$ cat config.mk
export PLATFORM = sky130hd
export DESIGN_NAME = ast_converter_flat
export DESIGN_NICKNAME = d
export VERILOG_FILES = /design/src/ast_pkg.sv /design/src/ast_link_if.sv /design/src/ast_tad_gen.sv /design/src/ast_converter.sv /design/src/flat_wrapper.sv
export SDC_FILE = /design/constraint.sdc
export NUM_CORES = 1
export LEC_CHECK = 0
export ABC_AREA = 1
export BUFFER_PORTS_ARGS = -buffer_cell sky130_fd_sc_hd__buf_2
export CORE_MARGIN = 1
export CORE_UTILIZATION = 59
export CTS_CLUSTER_DIAMETER = 200
export CTS_CLUSTER_SIZE = 16
export DETAILED_ROUTE_END_ITERATION = 12
export HOLD_SLACK_MARGIN = 0.15
export PLACE_DENSITY = 0.8
export SETUP_SLACK_MARGIN = 0.3
export SLEW_MARGIN = 40
export SYNTH_ARGS = -nofsm -noshare
export SYNTH_HDL_FRONTEND = slang
export SYNTH_SLANG_ARGS = --single-unit
$ cat constraint.sdc
create_clock -name clock -period 2.15 [get_ports clock]
set_input_delay 0 -clock clock [delete_from_list [all_inputs] [get_ports clock]]
set_output_delay 0 -clock clock [all_outputs]
set_load 0.05 [all_outputs]
$ cat src/ast_pkg.sv
// shared constants and types for the converter sequencer and its trigger source
package ast_pkg;
   // software port map (register indices are byte offsets on an 8-bit port)
   localparam logic [3:0] OFS_RESULT_HIGH  = 4'h0;
   localparam logic [3:0] OFS_RESULT_LOW   = 4'h1;
   localparam logic [3:0] OFS_CONTROL      = 4'h2;
   localparam logic [3:0] OFS_REF_PORT     = 4'h3;
   localparam logic [3:0] OFS_TIMING       = 4'h4;
   localparam logic [3:0] OFS_IRQ_STATUS   = 4'h5;
   localparam logic [3:0] OFS_IRQ_MASK     = 4'h6;
   localparam logic [3:0] OFS_SAMPLE_DATA  = 4'h7;
   // trigger source map
   localparam logic [3:0] OFS_CMP_CONTROL  = 4'h0;
   localparam logic [3:0] OFS_CMP_MATCH_LO = 4'h1;
   localparam logic [3:0] OFS_CMP_MATCH_HI = 4'h2;
   localparam logic [3:0] OFS_CMP_COUNT_LO = 4'h3;
   localparam logic [3:0] OFS_CMP_COUNT_HI = 4'h4;
   localparam logic [3:0] OFS_CMP_STATUS   = 4'h5;
   localparam logic [3:0] OFS_CMP_MASK     = 4'h6;
   // control and timing register fields
   localparam int         BIT_ENABLE       = 0;
   localparam int         BIT_GO           = 1;
   localparam int         CHS_LSB          = 2;
   localparam logic [7:0] MASK_CONTROL     = 8'h3F;
   localparam logic [7:0] MASK_REF_PORT    = 8'h3F;
   localparam logic [7:0] MASK_TIMING      = 8'hBF;
   localparam int         BIT_JUSTIFY      = 7;
   localparam int         ACQ_LSB          = 3;
   localparam int         CLK_LSB          = 0;
   // reset values
   localparam logic [7:0] RST_CONTROL      = 8'h00;
   localparam logic [7:0] RST_REF_PORT     = 8'h00;
   localparam logic [7:0] RST_TIMING       = 8'h00;
   localparam logic [7:0] RST_BYTE         = 8'h00;
   // compare mode code that fires the special event
   localparam logic [3:0] MODE_SPECIAL_EVT = 4'hB;
   localparam int         BIT_CMP_MATCH    = 0;
   // conversion timing in conversion-clock periods
   localparam logic [4:0] CONV_PERIODS     = 5'h0B;
   localparam logic [4:0] POST_WAIT        = 5'h02;
   localparam logic [4:0] DISCHARGE_PER    = 5'h01;
   // internal rc conversion clock divider (terminal count, one less than system clocks per period)
   localparam logic [6:0] RC_DIV           = 7'h7F;
   // interrupt bits
   localparam int         IRQ_DONE         = 0;
   localparam int         IRQ_TRIG         = 1;
   localparam int         IRQ_ABORT        = 2;

   typedef enum logic [2:0] {
      ST_IDLE, ST_DISCHARGE, ST_ACQUIRE, ST_CONVERT, ST_WAIT
   } ast_state_t;
endpackage

$ cat src/ast_link_if.sv
// link between the compare unit and the converter sequencer
interface ast_link_if;
   logic       special_event;   // one-cycle pulse from compare unit
   logic [3:0] compare_mode;    // compare_mode_field as programmed
   modport conv (input  special_event, input  compare_mode);
   modport cmp  (output special_event, output compare_mode);
endinterface

$ cat src/ast_tad_gen.sv
// conversion clock tick generator: oscillator divider or internal rc divider
module ast_tad_gen
   import ast_pkg::*;
(
   // clock and reset
   input  wire logic       clock,
   input  wire logic       nrst,
   input  wire logic       clk_en,
   // control
   input  wire logic       run,
   input  wire logic [2:0] clk_sel,
   // tick out
   output logic            tick
);
   import ast_pkg::*;

   logic [6:0] cnt_reg;
   logic [6:0] limit;
   logic       rc_sel;

   // code x11 picks the rc source, else 2^(n+1) oscillator periods with n = {clk_sel[1:0], clk_sel[2]}
   assign rc_sel = (clk_sel[1:0] == 2'h3);
   assign limit  = rc_sel ? RC_DIV :
                   7'((7'h02 << {clk_sel[1:0], clk_sel[2]}) - 7'h01);

   always_ff @(posedge clock or negedge nrst) begin
      if (!nrst) begin
         cnt_reg <= 7'h00;
         tick    <= 1'b0;
      end else if (clk_en) begin
         if (!run || cnt_reg >= limit) begin
            cnt_reg <= 7'h00;
         end else begin
            cnt_reg <= 7'(cnt_reg + 7'h01);
         end
         tick <= run && (cnt_reg >= limit);
      end
   end
endmodule // ast_tad_gen

$ cat src/ast_converter.sv
// converter sequencer end: registers, trigger intake, sample and convert sequence
module ast_converter
   import ast_pkg::*;
(
   // clock and reset
   input  wire logic       clock,
   input  wire logic       nrst,
   input  wire logic       clk_en,
   // link to compare unit
   ast_link_if.conv        link,
   // software port
   input  wire logic [3:0] addr,
   input  wire logic [7:0] wdata,
   input  wire logic       wr,
   input  wire logic       rd,
   output logic      [7:0] rdata,
   // analog front end
   input  wire logic [9:0] sample_code,
   output logic            sample_switch,
   output logic            discharge,
   output logic      [3:0] channel,
   output logic            irq
);
   import ast_pkg::*;

   ////////////////////////////////////////////////////////////////////////
   logic [7:0]  control_reg, ref_reg, timing_reg;
   logic [7:0]  res_hi_reg, res_lo_reg;
   logic [2:0]  status_reg, mask_reg;
   logic [4:0]  cnt_reg;
   ast_state_t  state_reg;
   logic        evt_s1_reg, evt_s2_reg, evt_s3_reg, mode_ok_reg;
   logic [3:0]  mode_s1_reg, mode_s2_reg;
   logic        tick;
   logic        busy, evt_edge, trig_ok, sw_go, sw_stop, done_now, abort_now;
   logic [4:0]  acq_len;
   logic [2:0]  acq_code;
   logic [15:0] justified;
   logic        wr_ctl, wr_ref, wr_tim, wr_hi, wr_lo, wr_st, wr_mk;
   logic [7:0]  rd_mux;

   assign wr_ctl = wr && addr == OFS_CONTROL;
   assign wr_ref = wr && addr == OFS_REF_PORT;
   assign wr_tim = wr && addr == OFS_TIMING;
   assign wr_hi  = wr && addr == OFS_RESULT_HIGH;
   assign wr_lo  = wr && addr == OFS_RESULT_LOW;
   assign wr_st  = wr && addr == OFS_IRQ_STATUS;
   assign wr_mk  = wr && addr == OFS_IRQ_MASK;

   ////////////////////////////////////////////////////////////////////////
   // the pulse and mode come from another block's logic but are treated as
   // asynchronous so the converter may sit in its own clock gating domain
   always_ff @(posedge clock or negedge nrst) begin
      if (!nrst) begin
         evt_s1_reg  <= 1'b0;
         evt_s2_reg  <= 1'b0;
         evt_s3_reg  <= 1'b0;
         mode_s1_reg <= 4'h0;
         mode_s2_reg <= 4'h0;
         mode_ok_reg <= 1'b0;
      end else if (clk_en) begin
         evt_s1_reg  <= link.special_event;
         evt_s2_reg  <= evt_s1_reg;
         evt_s3_reg  <= evt_s2_reg;
         mode_s1_reg <= link.compare_mode;
         mode_s2_reg <= mode_s1_reg;
         mode_ok_reg <= mode_s2_reg == MODE_SPECIAL_EVT;
      end
   end

   assign evt_edge = evt_s2_reg && !evt_s3_reg;
   assign busy     = state_reg != ST_IDLE;
   assign trig_ok  = evt_edge && mode_ok_reg && control_reg[BIT_ENABLE] && !busy;
   // start/done in bit 1, enable in bit 0
   assign sw_go    = wr_ctl && wdata[BIT_GO] && !control_reg[BIT_GO]
                     && control_reg[BIT_ENABLE];
   assign sw_stop  = wr_ctl && !wdata[BIT_GO] && control_reg[BIT_GO];

   assign acq_code = timing_reg[ACQ_LSB +: 3];
   always_comb begin
      case (acq_code)
         3'h1:    acq_len = 5'h02;
         3'h2:    acq_len = 5'h04;
         3'h3:    acq_len = 5'h06;
         3'h4:    acq_len = 5'h08;
         3'h5:    acq_len = 5'h0C;
         3'h6:    acq_len = 5'h10;
         3'h7:    acq_len = 5'h14;
         default: acq_len = 5'h00;
      endcase
   end

   ast_tad_gen u_tad (
      .clock   (clock),
      .nrst    (nrst),
      .clk_en  (clk_en),
      .run     (busy),
      .clk_sel (timing_reg[CLK_LSB +: 3]),
      .tick    (tick)
   );

   // eleven periods per conversion
   // an abort in the finishing period wins, so the result is never loaded then
   assign done_now  = state_reg == ST_CONVERT && tick && !sw_stop
                      && cnt_reg == CONV_PERIODS - 5'h01;
   // abort when start bit cleared mid-sequence
   assign abort_now = sw_stop && (state_reg == ST_ACQUIRE || state_reg == ST_CONVERT
                                  || state_reg == ST_DISCHARGE);

   ////////////////////////////////////////////////////////////////////////
   always_ff @(posedge clock or negedge nrst) begin
      if (!nrst) begin
         state_reg <= ST_IDLE;
         cnt_reg   <= 5'h00;
      end else if (clk_en) begin
         case (state_reg)
            ST_IDLE: begin
               cnt_reg <= 5'h00;
               if (trig_ok || sw_go) begin
                  state_reg <= ST_DISCHARGE;
               end
            end
            ST_DISCHARGE: begin
               if (abort_now) begin
                  state_reg <= ST_WAIT;
               end else if (tick) begin
                  state_reg <= (acq_len == 5'h00) ? ST_CONVERT : ST_ACQUIRE;
               end
            end
            ST_ACQUIRE: begin
               if (abort_now) begin
                  state_reg <= ST_WAIT;
                  cnt_reg   <= 5'h00;
               end else if (tick) begin
                  if (cnt_reg == acq_len - 5'h01) begin
                     state_reg <= ST_CONVERT;
                     cnt_reg   <= 5'h00;
                  end else begin
                     cnt_reg <= 5'(cnt_reg + 5'h01);
                  end
               end
            end
            ST_CONVERT: begin
               if (abort_now) begin
                  state_reg <= ST_WAIT;
                  cnt_reg   <= 5'h00;
               end else if (done_now) begin
                  state_reg <= ST_WAIT;
                  cnt_reg   <= 5'h00;
               end else if (tick) begin
                  cnt_reg <= 5'(cnt_reg + 5'h01);
               end
            end
            // two-period wait after done or abort
            ST_WAIT: begin
               if (tick) begin
                  if (cnt_reg == POST_WAIT - 5'h01) begin
                     state_reg <= ST_IDLE;
                  end else begin
                     cnt_reg <= 5'(cnt_reg + 5'h01);
                  end
               end
            end
            default: state_reg <= ST_IDLE;
         endcase
      end
   end

   // justification of ten-bit result
   // taken straight from the front end so the finishing conversion lands
   assign justified = timing_reg[BIT_JUSTIFY] ? {6'h00, sample_code}
                                              : {sample_code, 6'h00};

   ////////////////////////////////////////////////////////////////////////
   always_ff @(posedge clock or negedge nrst) begin
      if (!nrst) begin
         control_reg <= RST_CONTROL;
         ref_reg     <= RST_REF_PORT;
         timing_reg  <= RST_TIMING;
         res_hi_reg  <= RST_BYTE;
         res_lo_reg  <= RST_BYTE;
         status_reg  <= 3'h0;
         mask_reg    <= 3'h0;
      end else if (clk_en) begin
         if (wr_ctl) control_reg <= wdata & MASK_CONTROL;
         if (wr_ref) ref_reg     <= wdata & MASK_REF_PORT;
         if (wr_tim) timing_reg  <= wdata & MASK_TIMING;
         if (trig_ok) control_reg[BIT_GO] <= 1'b1;
         // start bit cleared when the conversion finishes
         if (done_now) control_reg[BIT_GO] <= 1'b0;
         if (done_now) begin
            res_hi_reg <= justified[15:8];
            res_lo_reg <= justified[7:0];
         end else begin
            if (wr_hi) res_hi_reg <= wdata;
            if (wr_lo) res_lo_reg <= wdata;
         end
         if (wr_mk) mask_reg <= wdata[2:0];
         // done, trigger and abort flags set, set beats clear
         status_reg <= (status_reg & ~(wr_st ? wdata[2:0] : 3'h0))
                       | {abort_now, trig_ok, done_now};
      end
   end

   always_comb begin
      case (addr)
         OFS_RESULT_HIGH: rd_mux = res_hi_reg;
         OFS_RESULT_LOW:  rd_mux = res_lo_reg;
         OFS_CONTROL:     rd_mux = control_reg;
         OFS_REF_PORT:    rd_mux = ref_reg;
         OFS_TIMING:      rd_mux = timing_reg;
         OFS_IRQ_STATUS:  rd_mux = {5'h00, status_reg};
         OFS_IRQ_MASK:    rd_mux = {5'h00, mask_reg};
         default:         rd_mux = 8'h00;
      endcase
   end

   always_ff @(posedge clock or negedge nrst) begin
      if (!nrst) begin
         rdata         <= 8'h00;
         irq           <= 1'b0;
         sample_switch <= 1'b0;
         discharge     <= 1'b0;
         channel       <= 4'h0;
      end else if (clk_en) begin
         rdata         <= rd ? rd_mux : 8'h00;
         irq           <= |(status_reg & mask_reg);
         // sampling runs whenever enabled and idle or acquiring
         sample_switch <= control_reg[BIT_ENABLE] &&
                          (state_reg == ST_IDLE || state_reg == ST_ACQUIRE);
         discharge     <= state_reg == ST_DISCHARGE;
         channel       <= control_reg[CHS_LSB +: 4];
      end
   end
endmodule // ast_converter

$ cat src/flat_wrapper.sv
// flat-port wrapper written by rule: the top's interface ports become plain ports
module ast_converter_flat import ast_pkg::*;
  (clock, nrst, clk_en, addr, wdata, wr, rd, rdata, sample_code, sample_switch, discharge, channel, irq, link_special_event, link_compare_mode);
  ast_link_if link_i ();
  input  wire logic clock;
  input  wire logic nrst;
  input  wire logic clk_en;
  input  wire logic [3:0] addr;
  input  wire logic [7:0] wdata;
  input  wire logic wr;
  input  wire logic rd;
  output logic      [7:0] rdata;
  input  wire logic [9:0] sample_code;
  output logic sample_switch;
  output logic discharge;
  output logic      [3:0] channel;
  output logic irq;
  input wire logic [$bits(link_i.special_event)-1:0] link_special_event;
  input wire logic [$bits(link_i.compare_mode)-1:0] link_compare_mode;
  assign link_i.special_event = link_special_event;
  assign link_i.compare_mode = link_compare_mode;
  ast_converter u_core (.clock(clock), .nrst(nrst), .clk_en(clk_en), .link(link_i), .addr(addr), .wdata(wdata), .wr(wr), .rd(rd), .rdata(rdata), .sample_code(sample_code), .sample_switch(sample_switch), .discharge(discharge), .channel(channel), .irq(irq));
endmodule
==> results <==
- The flow ran to the end, and the final reports show no timing, DRC or antenna violations.
- The final hold violation count is 0.
- Clock tree synthesis selected as its root buffer the cell sky130_fd_sc_hd__clkbuf_8.
- The wire length of the first global-routing pass is between 15000 and 20000 µm.
- For this run, the slowest stage of the critical path takes between 0.4 and 0.5 ns.
- The actual transition at the worst max-transition pin is 0.631 ns.
- In this design, the largest share of critical-path delay is due to adder cells.
- Data on the critical path is required at its endpoint by roughly 2.4 ns.
- The final estimated routing congestion in global placement is roughly 0.88.
- Synthesis produced a netlist with a net count of 660.
- The number of setup violations in the final report is 0.
- The fraction of registers with async set or reset after synthesis is between 90% and 100%.
- In the synthesized netlist, the cells that appear most often are 210 x sky130_fd_sc_hd__nand2_1, 84 x sky130_fd_sc_hd__dfrtp_1, 67 x sky130_fd_sc_hd__o21ai_0.
- The worst setup path is launched from a register.
- The maximum fanout along the worst path is 5.
- The pin count of the biggest net entering global routing is 50.
- The number of pins with negative max-slew slack in the final report is 0.
- The HPWL after detailed placement is between 8000 and 9000 µm.
- The number of DRC violations after detailed-routing iteration 0 is 327.
- The count of port buffers added during placement is 46.
- Of the cells placed in the final design, the portion with a size suffix greater than 1 is between 10% and 20%.
- The wire length per cell is between 10 and 15 µm.
- The average instance in the mapped netlist occupies 7.48 µm².
- Of all cell types, the one taking the most synthesized area is sky130_fd_sc_hd__dfrtp_1.
- The portion of total power attributed to the clock network is 21.5%.
- Of the post-synthesis cell area, the dominant cell type holds a little under half.
- The TritonCTS clock tree is done.
- The final instance area is around 5700 µm².
- In this run the number of H-tree levels came out at 3.
- After floorplanning, the core was divided into 31 placement rows.
- The maximum count of clock buffers along a single path is 2.
- The routed design has ~12000 µm of wire.
- The peak clock frequency supported by timing is between 400 and 500 MHz.
- The max-slew headroom at the worst pin is slightly below 60%.
- The number of buffers and inverters on the critical path is 3.
- The share of total power in sequential cells is 42.7%.
- The first detailed-routing pass took 5 iterations.
- The clock insertion delay at the later pin of the skew report is around 0.36 ns.
- In the routed design, unresolved DRC markers number 0.
- The origin of the critical flop-to-flop path is u_core.timing_reg[0].
- The synthesized instance count is 616.
- The die width is ~90 µm.
- The reported leakage power is a little under 0.003 µW.
- In the final design database the tool counted 755 nets.
- The register bit total from synthesis is 84.
- The summed negative setup slack over all endpoints is 0 ns.
- 47 I/O pins were placed.
- The worst hold-check path type is primary input to register.
- The kind of critical path is register to register.
- Cell internal power was estimated by the tool at a little under 3000 µW.
- The endpoint kind of the worst setup timing path is a register.
- IR analysis of the VDD net gives a maximum drop of 484 µV.
- The final route contains approximately 4.5k vias.
- The placeable core region is 7410 µm².
- Relative to the synthesized area, the layout overhead comes to 22.7%.
- After layout, the worst path uses 99.5% of the clock period.
- The count of synthesis-stage warnings from yosys is 0.
- The launch point of the critical path is u_core.timing_reg[0].
- Walking the worst path, the cells encountered are inv_1, nand3_1, ha_2, inv_1, nor2_1, ha_1, a21oi_2, nand2_1, nand4_1, nand3_2, o21ai_2, inv_2, nor2_1.
- The overflow left after global routing is 0.
- The power share of the combinational group is between 30% and 40%.
- The post-detailed-route via-to-cell ratio is 5.56.
- Yosys mapped a number of flops with a built-in enable equal to 0.
- Max-cap violations in this run came to 0.
- The minimum setup slack in the final design is ~0.011 ns.
- The start point of the worst hold path is addr[1].
- The worst clock skew is 0.0133 ns.
- Global routing consumed, over all layers together, between 30% and 40% of the routing resources.
- The post-synthesis instance area is ~4600 µm².
- The switching share of total power is 40.2%.
- Synthesis instantiated 36 different standard cells from the library.
- The sink count of the clock tree is 84.
- The most used flip-flop cell after synthesis is sky130_fd_sc_hd__dfrtp_1.
- At the worst endpoint, the arrival time is between 2 and 2.5 ns.
- Before CTS, the worst setup slack after placement is roughly 0.026 ns.
- Setup repair after global routing could not meet its margin everywhere.
- The vertical die dimension is between 90 and 100 µm.
- The number of antenna violations at the first check in global routing is 0.
- Of the synthesized area, sequential elements account for 45.6%.
- The setup slack of the most critical reg-to-reg path is about 0.011 ns.
- The minimum clock period after layout is approximately 2.1 ns.
- The instance area at placement is about 5000 µm².
- Clock tree synthesis inserted a total of 9 buffers.
- By area the synthesized netlist is led by sky130_fd_sc_hd__dfrtp_1 46%, sky130_fd_sc_hd__nand2_1 17%, sky130_fd_sc_hd__o21ai_0 7.3%.
- The floorplan step defined a die boundary enclosing between 8000 and 9000 µm².
- The via count of the first global-routing pass is ~4.3k.
- The cell with the most instances after synthesis is sky130_fd_sc_hd__nand2_1.
- The power per standard cell area is between 800 and 900 nW/µm².
- The cell with the biggest individual delay on the critical path is sky130_fd_sc_hd__dfrtp_1.
- The number of antenna diodes in the final layout is 0.
- The starting density of the core is 62.2%.
- After clock tree synthesis, the clock-pin slew on the worst setup and hold paths is ~0.080 ns.
- The power dissipated by switching net loads is between 1500 and 2000 µW.
- The number of nets still failing antenna checks after routing is 0.
- The filler cell count in the final layout is 533.
power by group through the flow:
| stage | sequential (µW) | clock (µW) | combinational (µW) |
|---|---|---|---|
| after floorplan | 2150 | 0 | 958 |
| after global placement | 2080 | 0 | 1360 |
| after detailed placement | 2090 | 0 | 1420 |
| after CTS | 2050 | 1050 | 1580 |
| after global routing | 2100 | 1120 | 1920 |
| final | 2070 | 1040 | 1730 |
routing by layer:
layer / vias up / share of wire (%) / GRT usage, %
met1: 2162 / 42 / 39.7
met2: 163 / 50 / 51.4
li1: 2185 / - / -
met3: 19 / 5.5 / 4.88
met4: 0 / 1.7 / 8.60
met5: - / 0 / 0
what timing repair did:
item / CTS / global route
setup buffers: 9 / 6
endpoints found under the hold margin: 130 / 0
hold buffers: 29 / 0
gates cloned: 0 / 1
pin swaps: 10 / 13
endpoints found under the setup margin: 25 / 35
gates resized for setup: 10 / 19
final timing paths:
path / depth (start not counted) / to
hold / removal: 5 / u_core.status_reg[2]
setup reg to reg: 13 / u_core.u_tad.cnt_reg[5]
max in group asynchronous: 3 / u_core.timing_reg[0]
min in group asynchronous: 2 / u_core.mode_s2_reg[1]
hold reg to reg: 2 / u_core.sample_switch
setup / recovery: 13 / u_core.u_tad.cnt_reg[5]
per-stage QoR:
stage | util [%] | hold slack (ns) | power [µW] | std cells
6_report | 76.4 | 0.175 | 4840 | 815
5_1_grt | 76.4 | 0.204 | 5140 | 815
4_1_cts | 74.4 | 0.161 | 4680 | 808
3_5_place_dp | 66.8 | 0.0546 | 3510 | 754
3_3_place_gp | 66.8 | 0.0523 | 3440 | 754
2_1_floorplan | - | -0.296 | 3110 | 616
worst register-to-register path: cells and delay by family, from the launching register on:
| kind | cells | cell delay (ns) |
|---|---|---|
| simple gates | 6 | 0.53 |
| compound gates | 2 | 0.30 |
| fa+ha+maj | 2 | 0.58 |
| buf+inv | 3 | 0.23 |
| flops | 1 | 0.42 |
cell type report:
type / count / area (µm²) / share of cell area (%)
clock buffer: 10 / 128 / 2.26
tap: 99 / 124 / 2.19
timing repair buffer: 97 / 708 / 12.5
inverter: 67 / 251 / 4.44
clock inverter: 6 / 47.5 / 0.840
multi-input combinational: 452 / 2300 / 40.6
sequential: 84 / 2100 / 37.1
cells in the final DEF (no fill, tap or decap), types with 2 or more instances in the layout:
cell type and instances:
sky130_fd_sc_hd__nand2_4 3, sky130_fd_sc_hd__nand3_1 51, sky130_fd_sc_hd__dlygate4sd3_1 29, sky130_fd_sc_hd__a21oi_1 8, sky130_fd_sc_hd__inv_6 2, sky130_fd_sc_hd__nor3_1 7, sky130_fd_sc_hd__nor2_2 5, sky130_fd_sc_hd__inv_1 57
sky130_fd_sc_hd__o21ai_0 65, sky130_fd_sc_hd__clkbuf_8 9, sky130_fd_sc_hd__nand3_2 7, sky130_fd_sc_hd__nand3_4 3, sky130_fd_sc_hd__dfrtp_1 84, sky130_fd_sc_hd__clkinv_4 2, sky130_fd_sc_hd__inv_2 9, sky130_fd_sc_hd__a22o_1 2
sky130_fd_sc_hd__ha_1 11, sky130_fd_sc_hd__nor3b_1 4, sky130_fd_sc_hd__nand2_1 205, sky130_fd_sc_hd__nand4_1 8, sky130_fd_sc_hd__nor2_1 32, sky130_fd_sc_hd__buf_6 2, sky130_fd_sc_hd__o211ai_1 2, sky130_fd_sc_hd__xor2_1 7
sky130_fd_sc_hd__buf_2 45, sky130_fd_sc_hd__xnor2_1 2, sky130_fd_sc_hd__nand2_2 6, sky130_fd_sc_hd__o21ai_1 10, sky130_fd_sc_hd__nor2_4 2, sky130_fd_sc_hd__buf_4 20
kinds of logic after synthesis:
family | after synthesis | synth area share [%]
compound gates | 95 | 11.0
buf+inv | 81 | 6.97
flops | 84 | 45.6
fa+ha+maj | 12 | 3.26
simple gates | 335 | 31.5
xor+xnor | 9 | 1.71
No activity file was read; power rests on OpenSTA's default activity.
